--- src/core/urio_cfg.svh ---
// Constants for the unit-record input-output control: fields, codes, timing.
`ifndef URIO_CFG_SVH
`define URIO_CFG_SVH

// Instruction word field positions.
`define URIO_OP_HI 29
`define URIO_OP_LO 24
`define URIO_CH_HI 23
`define URIO_CH_LO 21
`define URIO_UNIT_HI 20
`define URIO_UNIT_LO 18
`define URIO_FN_HI 17
`define URIO_FN_LO 12
`define URIO_DET_HI 11
`define URIO_DET_LO 0

// Operation code (octal 40) and channel codes.
`define URIO_OP_XF 6'h20
`define URIO_CH_PRT 3'h0
`define URIO_CH_RDR 3'h1
`define URIO_CH_PUN 3'h2

// Function codes (octal 00, 040, 020) and the low-digit operations.
`define URIO_FN_TEST 6'h00
`define URIO_FN_RESET 6'h20
`define URIO_FN_RDR_STOP 6'h10
`define URIO_FN_IRQ 5
`define URIO_FN_CONT 4
`define URIO_LOW_PRT_ADV 3'h2
`define URIO_LOW_PRT_PRINT 3'h4
`define URIO_LOW_RDR_READ 3'h1
`define URIO_LOW_PUN_PUNCH 3'h4
`define URIO_LOW_PUN_SKIP 3'h6

// Detail bit positions (octal 0100, 0200, 0400, 01000, 02000).
`define URIO_DT_XLATE 6
`define URIO_DT_ADVBASE 7
`define URIO_DT_HALF 8
`define URIO_DT_STK1 9
`define URIO_DT_MANUAL 10

// Indicator bit positions.
`define URIO_IND_PAPER 1
`define URIO_IND_REG 2
`define URIO_IND_TWO 3
`define URIO_IND_MANBTN 4
`define URIO_IND_FED 4
`define URIO_IND_WHEEL 5
`define URIO_IND_SOLAR 5
`define URIO_IND_HOLE 5
`define URIO_IND_PARITY 6
`define URIO_IND_NOTRDY 9
`define URIO_IND_BUSY 10
`define URIO_IND_OVLD 11
`define URIO_VALID_PRT 12'he72
`define URIO_VALID_RDR 12'he7c
`define URIO_VALID_PUN 12'he60

// Control word group numbers.
`define URIO_GRP_PRT_BASE 7'h20
`define URIO_GRP_PRT_ADV 7'h21
`define URIO_GRP_RDR_BASE 7'h24
`define URIO_GRP_RDR_SBY 7'h25
`define URIO_GRP_PUN_BASE 7'h28

// Transfer lengths and base increments in characters.
`define URIO_LEN_FULL 8'h80
`define URIO_LEN_HALF 8'h40
`define URIO_LEN_C80 8'h50
`define URIO_LEN_C160 8'ha0
`define URIO_LEN_C90 8'h5a
`define URIO_INC_128 8'h80
`define URIO_INC_192 8'hc0

// Timing: reader cycle in milliseconds, clock rate in kilohertz.
`define URIO_RDR_CYCLE_MS 60
`define URIO_CLK_KHZ 50000
`define URIO_RDR_CYCLE_CYC (`URIO_RDR_CYCLE_MS * `URIO_CLK_KHZ)

`endif

--- src/core/urio_pkg.sv ---
// Types shared by the unit-record input-output control.
package urio_pkg;

  // Sequencer states of the shared transfer engine.
  typedef enum logic [2:0] {
    ST_IDLE,
    ST_RD_AUX,
    ST_ADV,
    ST_RD_BASE,
    ST_XFER,
    ST_RD_SBY,
    ST_WR_BASE,
    ST_FINISH
  } urio_state_t;

  // Peripheral owning the engine.
  typedef enum logic [1:0] {
    UNIT_PRT,
    UNIT_RDR,
    UNIT_PUN
  } urio_unit_t;

endpackage

--- src/core/urio_ctrl.sv ---
// Unit-record control: printer, card reader and card punch sequencing.
`timescale 1ns/100ps
`include "urio_cfg.svh"
module urio_ctrl #(
  parameter bit COLS90 = 1'b0,
  parameter int RDR_CYCLE_CYC = `URIO_RDR_CYCLE_CYC
) (
  // Clock and reset
  input wire logic clk_sys,
  input wire logic rst_b,
  // Instruction from the processor
  input wire logic instrValid,
  input wire logic [29:0] instrWord,
  output logic instrTaken,
  output logic procHold,
  output logic testInd43_q,
  output logic irqPrt_q,
  output logic irqRdr_q,
  output logic irqPun_q,
  // Control word access
  output logic twReq,
  output logic twWe,
  output logic [6:0] twGroup,
  output logic [23:0] twWdata,
  input wire logic [23:0] twRdata,
  input wire logic twAck,
  // Character memory access
  output logic memReq_q,
  output logic memWe_q,
  output logic [17:0] memAddr_q,
  output logic [5:0] memWdata_q,
  input wire logic [5:0] memRdata,
  input wire logic memAck,
  input wire logic memParityErr,
  input wire logic memOverload,
  // Printer mechanism
  input wire logic prtReady,
  input wire logic prtPaperLow,
  input wire logic prtManualBtn,
  input wire logic prtWheelErr,
  output logic prtAdvStart_q,
  output logic [5:0] prtAdvLines_q,
  input wire logic prtAdvDone,
  output logic prtDataValid,
  input wire logic prtDataReady,
  // Card reader mechanism
  input wire logic rdrReady,
  input wire logic rdrRegErr,
  input wire logic rdrTwoCards,
  input wire logic rdrSolarErr,
  output logic rdrFeed_q,
  output logic rdrXlate_q,
  input wire logic [5:0] rdrChar,
  input wire logic rdrCharValid,
  output logic rdrCharReady,
  // Card punch mechanism
  input wire logic punReady,
  input wire logic punHoleErr,
  output logic punAdvance_q,
  output logic punXlate_q,
  output logic punDataValid,
  input wire logic punDataReady,
  output logic punStack_q,
  output logic punStackSel1_q,
  output logic [3:0] punOcc_q,
  // Shared outbound character and indicator state
  output logic [5:0] devData_q,
  output logic [11:0] prtInd,
  output logic [11:0] rdrInd,
  output logic [11:0] punInd
);
  urio_pkg::urio_state_t state_q, state_d;
  urio_pkg::urio_unit_t unit_q;
  logic rstMeta_q, rstSyncB_q;
  logic [5:0] fn_q;
  logic [11:0] det_q;
  logic doPrint_q, dValid_q, holeFail_q, rdrCycEn_q;
  logic [17:0] base_q, nextBase_q;
  logic [7:0] idx_q;

  // Reset leaves through two flops so release is clean on clk_sys.
  always_ff @(posedge clk_sys or negedge rst_b) begin
    if (!rst_b) begin
      rstMeta_q <= 1'b0;
      rstSyncB_q <= 1'b0;
    end else begin
      rstMeta_q <= 1'b1;
      rstSyncB_q <= rstMeta_q;
    end
  end

  // Instruction field decode.
  logic [5:0] opF, fnF;
  logic [2:0] chF, unitF, fnLow;
  logic [11:0] detF;
  logic isXf, chPrt, chRdr, chPun, fnTest, fnReset;
  assign opF = instrWord[`URIO_OP_HI:`URIO_OP_LO];
  assign chF = instrWord[`URIO_CH_HI:`URIO_CH_LO];
  assign unitF = instrWord[`URIO_UNIT_HI:`URIO_UNIT_LO];
  assign fnF = instrWord[`URIO_FN_HI:`URIO_FN_LO];
  assign detF = instrWord[`URIO_DET_HI:`URIO_DET_LO];
  assign fnLow = fnF[2:0];
  assign instrTaken = instrValid && !procHold;
  assign isXf = instrTaken && (opF == `URIO_OP_XF);
  assign chPrt = isXf && (chF == `URIO_CH_PRT);
  assign chRdr = isXf && (chF == `URIO_CH_RDR);
  assign chPun = isXf && (chF == `URIO_CH_PUN);
  assign fnTest = fnF == `URIO_FN_TEST;
  assign fnReset = fnF == `URIO_FN_RESET;

  // Operation requests per peripheral and their acceptance.
  logic prtOp, rdrOp, punOp, rdrStop, engIdle;
  logic prtOk, rdrOk, punOk, startPrt, startRdr, startPun;
  logic prtManualNow, prtInhibit;
  assign prtOp = chPrt && ((fnLow == `URIO_LOW_PRT_ADV) ||
    (fnLow == `URIO_LOW_PRT_PRINT));
  assign rdrOp = chRdr && (fnLow == `URIO_LOW_RDR_READ);
  assign rdrStop = chRdr && (fnF == `URIO_FN_RDR_STOP);
  assign punOp = chPun && ((fnLow == `URIO_LOW_PUN_PUNCH) ||
    (fnLow == `URIO_LOW_PUN_SKIP));
  assign engIdle = state_q == urio_pkg::ST_IDLE;
  assign prtOk = (unitF == 3'h0) && prtReady;
  assign rdrOk = (unitF == 3'h0) && rdrReady;
  assign punOk = (unitF == 3'h0) && punReady;
  assign startPrt = prtOp && prtOk && engIdle;
  assign startRdr = rdrOp && rdrOk && engIdle;
  assign startPun = punOp && punOk && engIdle;
  assign prtManualNow = detF[`URIO_DT_MANUAL];
  // Paper-low blocks printing unless the manual print code bypasses it.
  assign prtInhibit = prtPaperLow && !prtManualNow;

  // Transfer geometry for the unit that owns the engine.
  logic isPrt, isRdr, isPun, xl, manual, advOpt, rdDir, devReady;
  logic xferStep, xferLast, xferDone;
  logic [7:0] cardLen, xferLen, baseInc;
  assign isPrt = unit_q == urio_pkg::UNIT_PRT;
  assign isRdr = unit_q == urio_pkg::UNIT_RDR;
  assign isPun = unit_q == urio_pkg::UNIT_PUN;
  assign xl = det_q[`URIO_DT_XLATE] && !COLS90;
  assign manual = isPrt && det_q[`URIO_DT_MANUAL];
  assign advOpt = det_q[`URIO_DT_ADVBASE] && !manual;
  assign cardLen = COLS90 ? `URIO_LEN_C90 :
    (xl ? `URIO_LEN_C80 : `URIO_LEN_C160);
  assign xferLen = isPrt ? (det_q[`URIO_DT_HALF] ? `URIO_LEN_HALF :
    `URIO_LEN_FULL) : cardLen;
  assign baseInc = isRdr ? ((COLS90 || xl) ? `URIO_INC_128 :
    `URIO_INC_192) : xferLen;
  assign rdDir = !isRdr;
  assign devReady = isPrt ? prtDataReady : punDataReady;
  assign xferStep = rdDir ? (dValid_q && devReady) : (memReq_q && memAck);
  assign xferLast = idx_q == (xferLen - 8'h01);
  assign xferDone = (state_q == urio_pkg::ST_XFER) && xferStep && xferLast;
  assign prtDataValid = dValid_q && isPrt;
  assign punDataValid = dValid_q && isPun;
  assign rdrCharReady = (state_q == urio_pkg::ST_XFER) && isRdr && !memReq_q;

  // Control word requests follow the sequencer state.
  logic [6:0] baseGrp;
  assign baseGrp = isPrt ? `URIO_GRP_PRT_BASE :
    (isRdr ? `URIO_GRP_RDR_BASE : `URIO_GRP_PUN_BASE);
  assign twReq = (state_q == urio_pkg::ST_RD_AUX) ||
    (state_q == urio_pkg::ST_RD_BASE) || (state_q == urio_pkg::ST_RD_SBY) ||
    (state_q == urio_pkg::ST_WR_BASE);
  assign twWe = state_q == urio_pkg::ST_WR_BASE;
  assign twGroup = (state_q == urio_pkg::ST_RD_AUX) ? `URIO_GRP_PRT_ADV :
    ((state_q == urio_pkg::ST_RD_SBY) ? `URIO_GRP_RDR_SBY : baseGrp);
  assign twWdata = {6'h00, nextBase_q};
  // The processor stalls only for operations without the continue option.
  assign procHold = !engIdle && !fn_q[`URIO_FN_CONT];

  // Sequencer next state.
  always_comb begin
    state_d = state_q;
    case (state_q)
      urio_pkg::ST_IDLE: begin
        if (startPrt) begin
          state_d = (prtManualNow && fnLow == `URIO_LOW_PRT_PRINT) ?
            urio_pkg::ST_RD_BASE : urio_pkg::ST_RD_AUX;
        end else if (startRdr) begin
          state_d = urio_pkg::ST_RD_BASE;
        end else if (startPun) begin
          state_d = (fnLow == `URIO_LOW_PUN_PUNCH) ?
            urio_pkg::ST_RD_BASE : urio_pkg::ST_FINISH;
        end
      end
      urio_pkg::ST_RD_AUX: begin
        if (twAck) begin
          state_d = urio_pkg::ST_ADV;
        end
      end
      urio_pkg::ST_ADV: begin
        // Paper moves before a print transfer starts; a manual print skips the advance.
        if (prtAdvDone) begin
          state_d = doPrint_q ? urio_pkg::ST_RD_BASE :
            urio_pkg::ST_FINISH;
        end
      end
      urio_pkg::ST_RD_BASE: begin
        if (twAck) begin
          state_d = urio_pkg::ST_XFER;
        end
      end
      urio_pkg::ST_XFER: begin
        if (xferDone) begin
          if (advOpt) begin
            state_d = urio_pkg::ST_WR_BASE;
          end else if (isRdr) begin
            state_d = urio_pkg::ST_RD_SBY;
          end else begin
            state_d = urio_pkg::ST_FINISH;
          end
        end
      end
      urio_pkg::ST_RD_SBY: begin
        if (twAck) begin
          state_d = urio_pkg::ST_WR_BASE;
        end
      end
      urio_pkg::ST_WR_BASE: begin
        if (twAck) begin
          state_d = urio_pkg::ST_FINISH;
        end
      end
      default: begin
        state_d = urio_pkg::ST_IDLE;
      end
    endcase
  end

  // Latch the accepted operation.
  always_ff @(posedge clk_sys or negedge rstSyncB_q) begin
    if (!rstSyncB_q) begin
      state_q <= urio_pkg::ST_IDLE;
      unit_q <= urio_pkg::UNIT_PRT;
      fn_q <= 6'h00;
      det_q <= 12'h000;
      doPrint_q <= 1'b0;
    end else begin
      state_q <= state_d;
      if (startPrt || startRdr || startPun) begin
        unit_q <= startPrt ? urio_pkg::UNIT_PRT :
          (startRdr ? urio_pkg::UNIT_RDR : urio_pkg::UNIT_PUN);
        fn_q <= fnF;
        det_q <= detF;
        doPrint_q <= (fnLow == `URIO_LOW_PRT_PRINT) && !prtInhibit;
      end
    end
  end

  // Base address bookkeeping in control words.
  always_ff @(posedge clk_sys or negedge rstSyncB_q) begin
    if (!rstSyncB_q) begin
      base_q <= 18'h00000;
      nextBase_q <= 18'h00000;
      prtAdvLines_q <= 6'h00;
    end else begin
      if (state_q == urio_pkg::ST_RD_AUX && twAck) begin
        prtAdvLines_q <= twRdata[5:0];
      end
      if (state_q == urio_pkg::ST_RD_BASE && twAck) begin
        base_q <= twRdata[17:0];
      end
      if (xferDone) begin
        nextBase_q <= base_q + {10'h000, baseInc};
      end else if (state_q == urio_pkg::ST_RD_SBY && twAck) begin
        nextBase_q <= twRdata[17:0];
      end
    end
  end

  // Character mover between memory and the mechanism.
  always_ff @(posedge clk_sys or negedge rstSyncB_q) begin
    if (!rstSyncB_q) begin
      idx_q <= 8'h00;
      memReq_q <= 1'b0;
      memWe_q <= 1'b0;
      memAddr_q <= 18'h00000;
      memWdata_q <= 6'h00;
      devData_q <= 6'h00;
      dValid_q <= 1'b0;
    end else if (state_q == urio_pkg::ST_RD_BASE) begin
      idx_q <= 8'h00;
    end else if (state_q == urio_pkg::ST_XFER) begin
      if (rdDir && !memReq_q && !dValid_q) begin
        memReq_q <= 1'b1;
        memWe_q <= 1'b0;
        memAddr_q <= base_q + {10'h000, idx_q};
      end else if (rdDir && memReq_q && memAck) begin
        memReq_q <= 1'b0;
        devData_q <= memRdata;
        dValid_q <= 1'b1;
      end else if (!rdDir && rdrCharValid && rdrCharReady) begin
        memReq_q <= 1'b1;
        memWe_q <= 1'b1;
        memWdata_q <= rdrChar;
        memAddr_q <= base_q + {10'h000, idx_q};
      end else if (!rdDir && memReq_q && memAck) begin
        memReq_q <= 1'b0;
        memWe_q <= 1'b0;
      end
      if (rdDir && dValid_q && devReady) begin
        dValid_q <= 1'b0;
      end
      if (xferStep) begin
        idx_q <= idx_q + 8'h01;
      end
    end
  end

  // Mechanism strobes, reader cyclic enable and completion interrupts.
  logic rdrWrap, finish;
  assign finish = state_q == urio_pkg::ST_FINISH;
  always_ff @(posedge clk_sys or negedge rstSyncB_q) begin
    if (!rstSyncB_q) begin
      prtAdvStart_q <= 1'b0;
      rdrFeed_q <= 1'b0;
      rdrXlate_q <= 1'b0;
      rdrCycEn_q <= 1'b0;
      irqPrt_q <= 1'b0;
      irqRdr_q <= 1'b0;
      irqPun_q <= 1'b0;
    end else begin
      prtAdvStart_q <= (state_q == urio_pkg::ST_RD_AUX) && twAck;
      rdrFeed_q <= startRdr;
      if (startRdr) begin
        rdrXlate_q <= detF[`URIO_DT_XLATE] && !COLS90;
      end
      // A stop takes effect before the request due at this cycle end.
      if (rdrStop) begin
        rdrCycEn_q <= 1'b0;
      end else if (startRdr) begin
        rdrCycEn_q <= fnF[`URIO_FN_IRQ];
      end
      irqPrt_q <= finish && isPrt && fn_q[`URIO_FN_IRQ];
      irqRdr_q <= (finish && isRdr && fn_q[`URIO_FN_IRQ]) ||
        (rdrWrap && rdrCycEn_q && !rdrStop);
      irqPun_q <= finish && isPun && fn_q[`URIO_FN_IRQ];
    end
  end

  // Reader mechanical cycle timer; a long count, so it is a parameter.
  urio_cyc_timer #(
    .CYC(RDR_CYCLE_CYC)
  ) u_rdrCycle (
    .clk_sys(clk_sys),
    .rst_b(rstSyncB_q),
    .run(rdrCycEn_q || (!engIdle && isRdr)),
    .wrap(rdrWrap)
  );

  // Punch track: every punch instruction moves every station by one.
  always_ff @(posedge clk_sys or negedge rstSyncB_q) begin
    if (!rstSyncB_q) begin
      punOcc_q <= 4'h0;
      punAdvance_q <= 1'b0;
      punStack_q <= 1'b0;
      punStackSel1_q <= 1'b0;
      punXlate_q <= 1'b0;
      holeFail_q <= 1'b0;
    end else begin
      punAdvance_q <= startPun;
      punStack_q <= startPun && punOcc_q[3];
      if (startPun) begin
        punOcc_q <= {punOcc_q[2:0], 1'b1};
        punXlate_q <= detF[`URIO_DT_XLATE] && !COLS90;
        // Stacker 1 on a hole-count failure or when this one asks.
        // A hole-count failure seen in this very cycle still counts.
        punStackSel1_q <= detF[`URIO_DT_STK1] || holeFail_q ||
          (punHoleErr && punOcc_q[3]);
        holeFail_q <= 1'b0;
      end else if (punHoleErr && punOcc_q[3]) begin
        holeFail_q <= 1'b1;
      end
    end
  end

  // Indicator events per unit; memory faults go to the active unit.
  logic [11:0] prtSet, rdrSet, punSet, zero12;
  logic memPar, memOvl, prtHit, rdrHit, punHit;
  assign zero12 = 12'h000;
  assign memPar = memParityErr && !engIdle;
  assign memOvl = memOverload && !engIdle;
  always_comb begin
    prtSet = zero12;
    prtSet[`URIO_IND_PAPER] = prtPaperLow;
    prtSet[`URIO_IND_MANBTN] = prtManualBtn;
    prtSet[`URIO_IND_WHEEL] = prtWheelErr;
    prtSet[`URIO_IND_PARITY] = memPar && isPrt;
    prtSet[`URIO_IND_NOTRDY] = prtOp && !prtOk;
    prtSet[`URIO_IND_BUSY] = prtOp && prtOk && !engIdle;
    prtSet[`URIO_IND_OVLD] = memOvl && isPrt;
    rdrSet = zero12;
    rdrSet[`URIO_IND_REG] = rdrRegErr;
    rdrSet[`URIO_IND_TWO] = rdrTwoCards;
    rdrSet[`URIO_IND_FED] = rdrWrap && !engIdle && isRdr;
    rdrSet[`URIO_IND_SOLAR] = rdrSolarErr;
    rdrSet[`URIO_IND_PARITY] = memPar && isRdr;
    rdrSet[`URIO_IND_NOTRDY] = rdrOp && !rdrOk;
    rdrSet[`URIO_IND_BUSY] = rdrOp && rdrOk && !engIdle;
    rdrSet[`URIO_IND_OVLD] = memOvl && isRdr;
    punSet = zero12;
    punSet[`URIO_IND_HOLE] = punHoleErr && punOcc_q[3];
    punSet[`URIO_IND_PARITY] = memPar && isPun;
    punSet[`URIO_IND_NOTRDY] = punOp && !punOk;
    punSet[`URIO_IND_BUSY] = punOp && punOk && !engIdle;
    punSet[`URIO_IND_OVLD] = memOvl && isPun;
  end

  // One sticky bank per unit; detail bits select any combination.
  urio_ind_bank #(.W(12), .VALID(`URIO_VALID_PRT)) u_prtInd (
    .clk_sys(clk_sys),
    .rst_b(rstSyncB_q),
    .setVec(prtSet),
    .clrEn(chPrt && fnReset),
    .selMask(detF),
    .ind_q(prtInd),
    .hit(prtHit)
  );
  urio_ind_bank #(.W(12), .VALID(`URIO_VALID_RDR)) u_rdrInd (
    .clk_sys(clk_sys),
    .rst_b(rstSyncB_q),
    .setVec(rdrSet),
    .clrEn(chRdr && fnReset),
    .selMask(detF),
    .ind_q(rdrInd),
    .hit(rdrHit)
  );
  urio_ind_bank #(.W(12), .VALID(`URIO_VALID_PUN)) u_punInd (
    .clk_sys(clk_sys),
    .rst_b(rstSyncB_q),
    .setVec(punSet),
    .clrEn(chPun && fnReset),
    .selMask(detF),
    .ind_q(punInd),
    .hit(punHit)
  );

  // Testable indicator 43 follows the latest test function.
  always_ff @(posedge clk_sys or negedge rstSyncB_q) begin
    if (!rstSyncB_q) begin
      testInd43_q <= 1'b0;
    end else if (isXf && fnTest) begin
      testInd43_q <= (chPrt && prtHit) || (chRdr && rdrHit) ||
        (chPun && punHit);
    end
  end
endmodule // urio_ctrl

--- src/core/urio_ind_bank.sv ---
// Sticky indicator bank with selective reset and selective test.
`timescale 1ns/100ps
module urio_ind_bank #(
  parameter int W = 12,
  parameter logic [W-1:0] VALID = '1
) (
  // Clock and synchronised reset
  input wire logic clk_sys,
  input wire logic rst_b,
  // Events and software selection
  input wire logic [W-1:0] setVec,
  input wire logic clrEn,
  input wire logic [W-1:0] selMask,
  // State
  output logic [W-1:0] ind_q,
  output logic hit
);
  logic [W-1:0] ind_d;
  logic [W-1:0] clrMask;

  // Only selected bits clear, and a new event beats a clear in one cycle.
  assign clrMask = clrEn ? selMask : '0;
  assign ind_d = ((ind_q & ~clrMask) | setVec) & VALID;
  assign hit = |(ind_q & selMask);

  // Bits stay set until an explicit reset selects them.
  always_ff @(posedge clk_sys or negedge rst_b) begin
    if (!rst_b) begin
      ind_q <= '0;
    end else begin
      ind_q <= ind_d;
    end
  end
endmodule // urio_ind_bank

--- src/core/urio_cyc_timer.sv ---
// Free-running cycle timer that pulses once per period while enabled.
`timescale 1ns/100ps
`include "urio_cfg.svh"
module urio_cyc_timer #(
  parameter int CYC = `URIO_RDR_CYCLE_CYC
) (
  // Clock and synchronised reset
  input wire logic clk_sys,
  input wire logic rst_b,
  // Control and period end
  input wire logic run,
  output logic wrap
);
  localparam int W = (CYC > 1) ? $clog2(CYC) : 1;
  logic [W-1:0] cnt_q;

  // The period end is the last count of the cycle.
  assign wrap = run && (cnt_q == W'(CYC - 1));

  // Stopping the timer restarts the cycle from zero.
  always_ff @(posedge clk_sys or negedge rst_b) begin
    if (!rst_b) begin
      cnt_q <= '0;
    end else if (!run || wrap) begin
      cnt_q <= '0;
    end else begin
      cnt_q <= cnt_q + 1'b1;
    end
  end
endmodule // urio_cyc_timer

--- config.mk ---
export PLATFORM = sky130hd
export DESIGN_NAME = urio_ctrl
export DESIGN_NICKNAME = d
export VERILOG_FILES = /design/src/core/urio_pkg.sv /design/src/core/urio_ctrl.sv /design/src/core/urio_ind_bank.sv /design/src/core/urio_cyc_timer.sv
export VERILOG_INCLUDE_DIRS = /design/src /design/src/core
export SDC_FILE = /design/constraint.sdc
export NUM_CORES = 1
export LEC_CHECK = 0
export BUFFER_PORTS_ARGS = -buffer_cell sky130_fd_sc_hd__buf_2
export CORE_MARGIN = 2
export CORE_UTILIZATION = 45
export DETAILED_ROUTE_END_ITERATION = 7
export PLACE_DENSITY_LB_ADDON = 0.15
export SLEW_MARGIN = 20
export SYNTH_ARGS = -nofsm -noshare
export SYNTH_HDL_FRONTEND = slang
export SYNTH_HIERARCHICAL = 1
export SYNTH_SLANG_ARGS = --single-unit
--- constraint.sdc ---
create_clock -name clk_sys -period 6 [get_ports clk_sys]
set_clock_uncertainty 0.05 [all_clocks]
set_input_delay 0.9 -clock clk_sys [delete_from_list [all_inputs] [get_ports clk_sys]]
set_output_delay 0.9 -clock clk_sys [all_outputs]
set_load 0.005 [all_outputs]
==> summary.md <==
| Metric | Value |
|---|---|
| Drt initial violations | 468 |
| # rows | 49 |
| Layout cells sized above 1 | 29.15% |
| Routed len/inst | 16.19 um |
| CTS HTree Levels | 4 |
| Final Hold Vio Count | 0 |
| Pwr Total | 3.723 mW |
| Crit path DAT | 3.42 ns |
| Syn-to-layout area delta | 19.83% |
| Final setup vio count | 0 |
| Final routed DRC violation total | 0 |
| Post-route minimum period | 3.151 ns |
| Max VDD drop | 0.2817 mV |
| Vias/cell | 5.213 |
| CTS Hold Buffers Added | 0 |
| Post-synthesis adder-cell area fraction | 2.649% |
| Worst slack, placed | 2.682 ns |
| Post-synthesis mux area share | 8.038% |
| Core region area | 17,840 um^2 |
| Worst setup EP type | register |
| Max Buffers Root-to-Sink | 2 |
| Resize count post-CTS | 0 |
| Post-DRT Antenna Nets | 0 |
| Clk_lat worst skew | 0.43 ns |
| Vias | 6,350 |
| Placed inst area | 9096 um^2 |
| Slew Limit Fails | 0 |
| Leak | 4.847 nW |
| Total Routing Usage GR | 20.95% |
| Commonest cells post-synth | dfrtp_1 (156), nand2_1 (99), nor2_1 (71), mux2_2 (49), o21ai_0 (48) |
| Status | completed |
| Flops & latches, synth | 156 |
| Reg2reg start | state_q[2] |
| Wirelength, routed | 19,720 um |
| Yosys top cell by area | dfrtp_1 |
| Worst-margin pin slew | 0.9893 ns |
| Root Buffer | clkbuf_16 |
| RSZ-0062 raised after global routing | false |
| CTS Buf Count | 17 |
| Synth Instances | 805 |
| HPWL after DPL | 14,480 um |
| Number of global-route vias before repair | 6,169 |
| Reg-to-Reg End | nextBase_q[0] |
| Hold WC Path Type | reg -> async |
| Most common cell in the synthesized netlist | dfrtp_1 |
| EDFF count, synth | 0 |
| CTS sink cnt | 156 |
| Synthesized area | 8125 um^2 |
| Max Cap Violations | 0 |
| Seq/Total Area, Yosys | 48.04% |
| First-pass GRT wire length | 32,310 um |
| Simple logic cell fraction of the synthesized area | 18.88% |
| Main synth FF type | dfrtp_1 |
| Die height | 138.4 um |
| Worst setup SP type | register |
| GRT overflow | 0 |
| Power per Cell Area | 382.4 nW/um^2 |
| Die area | 19,150 um^2 |
| IO Port Bufs | 180 |
| Largest family of logic cells by synthesized area | simple AND/OR/NAND/NOR gates |
| Setup TNS | 0 ns |
| Post-synthesis xor/xnor area fraction | 5.282% |
| TritonCTS clock tree | built |
| R2R depth | 7 |
| I/O Pins | 214 |
| Cell variety after synth | 67 |
| Mapped Avg Cell Area | 10.09 um^2 |
| Synth top area cells | dfrtp_1 (48%), mux2_2 (6.8%), nand2_1 (4.6%) |
| Setup CP Type | reg -> reg |
| Compound-Gate Fraction of Synth Area | 11.76% |
| # placed instances | 1,185 |
| Fin area | 9737 um^2 |
| Post-synthesis async set-or-reset flop share | 100.0% |
| Crit path max fanout | 18 |
| CP Data Required Time | 6.27 ns |
| Clk pin slew, worst setup/hold paths | 0.07 ns |
| Detailed Routing Iterations Pass 1 | 5 |
| Slew HR | 34.05% |
| GPL Wtd Cong | 0.8382 |
| Ys Warns | 6 |
| Reg2Reg Setup Slack | 2.85 ns |
| Fin crit share | 52.52% |
| Highest clock rate | 0.3173 GHz |
| Initial antenna violation count | 1 |
| Die Width | 138.4 um |
| Largest net degree at the start of global routing | 79 |
| Starting Density | 45.54% |
| Top cell type's share of synthesized area | 48.04% |
| Setup slack after layout | 2.849 ns |
| Nets@finish | 1,078 |
| Post-CTS setup buffers | 0 |
| Final std cells w/o fill | 1,218 |
cells in the final DEF (no fill, tap or decap), types with 13 or more instances in the layout:
cell type | Yosys | final
dfrtp_1 | 156 | 155
ha_1 | 14 | 14
o21ai_0 | 48 | 48
clkbuf_16 | 0 | 17
mux2_2 | 49 | 49
buf_2 | 5 | 180
inv_1 | 20 | 20
xnor2_1 | 25 | 25
nand2_1 | 99 | 99
xor2_1 | 24 | 24
and3_1 | 13 | 13
nor2_1 | 71 | 71
nand3_1 | 16 | 16
a21oi_1 | 22 | 22
a21o_1 | 28 | 28
conb_1 | 5 | 27
final cells by class:
class,count,area (um^2)
multi-input cells,596,3896
diodes,1,2.502
repair buffers,184,934.6
clock buffers,17,425.4
inverters,20,75.07
well taps,229,286.5
fillers,1625,8104
flip-flops and latches,156,3908
clock inverters,15,209.0
worst max-delay path, cell delays in order, from the launching register on:
cell and delay, ns:
dfrtp_1 0.55, nor2b_2 0.28, nand2b_1 0.28, a21oi_2 0.39, and4_1 0.35, and3_1 0.60, nor2_1 0.29, a21o_1 0.24
sequential cells by signal (all words and copies together), names as in the netlist, 2 cells and up:
signal            flops
base_q               18
det_q                 4
devData_q             6
fn_q                  2
idx_q                 8
memAddr_q            18
memWdata_q            6
nextBase_q           18
prtAdvLines_q         6
punOcc_q              4
state_q               3
u_prtInd/ind_q        7
u_punInd/ind_q        5
u_rdrCycle/cnt_q     22
u_rdrInd/ind_q        8
unit_q                2
routing by layer:
layer | part of all wire, % | global-route usage, % | vias up
met5 | 0 | 0 | -
met4 | 0.90 | 5.263 | 0
met3 | 5.8 | 5.300 | 14
met2 | 48 | 33.64 | 191
met1 | 46 | 28.63 | 3049
li1 | - | - | 3096
worst max path at each step:
stage | start | end
after floorplan | rstSyncB_q | base_q[0]
after global placement | memAck | nextBase_q[0]
after detailed placement | memAck | nextBase_q[4]
after CTS | state_q[2] | nextBase_q[4]
after global routing | state_q[2] | nextBase_q[4]
final | state_q[2] | nextBase_q[0]
power by group:
group          internal, mW  switching, mW  total, mW
registers              1.31          0.245       1.55
logic                 0.500          0.499      0.999
clock network         0.705          0.469       1.17
cell families after synthesis:
logic type | Yosys count
xor gates and xnor gates | 49
muxes | 59
other | 5
adders and majority gates | 16
DFF | 156
buffers and inverters | 75
AOI/OAI and AO/OA | 145
and+or+nand+nor | 300
through the flow:
step,hold WS [ns],utilization (%)
global route,0.09715,54.58
CTS,0.08415,54.54
detailed placement,0.07953,50.99
finish,0.08290,54.58
floorplan,0.2812,-
global placement,0.07644,50.99
Power figures use the tool's default switching activity.
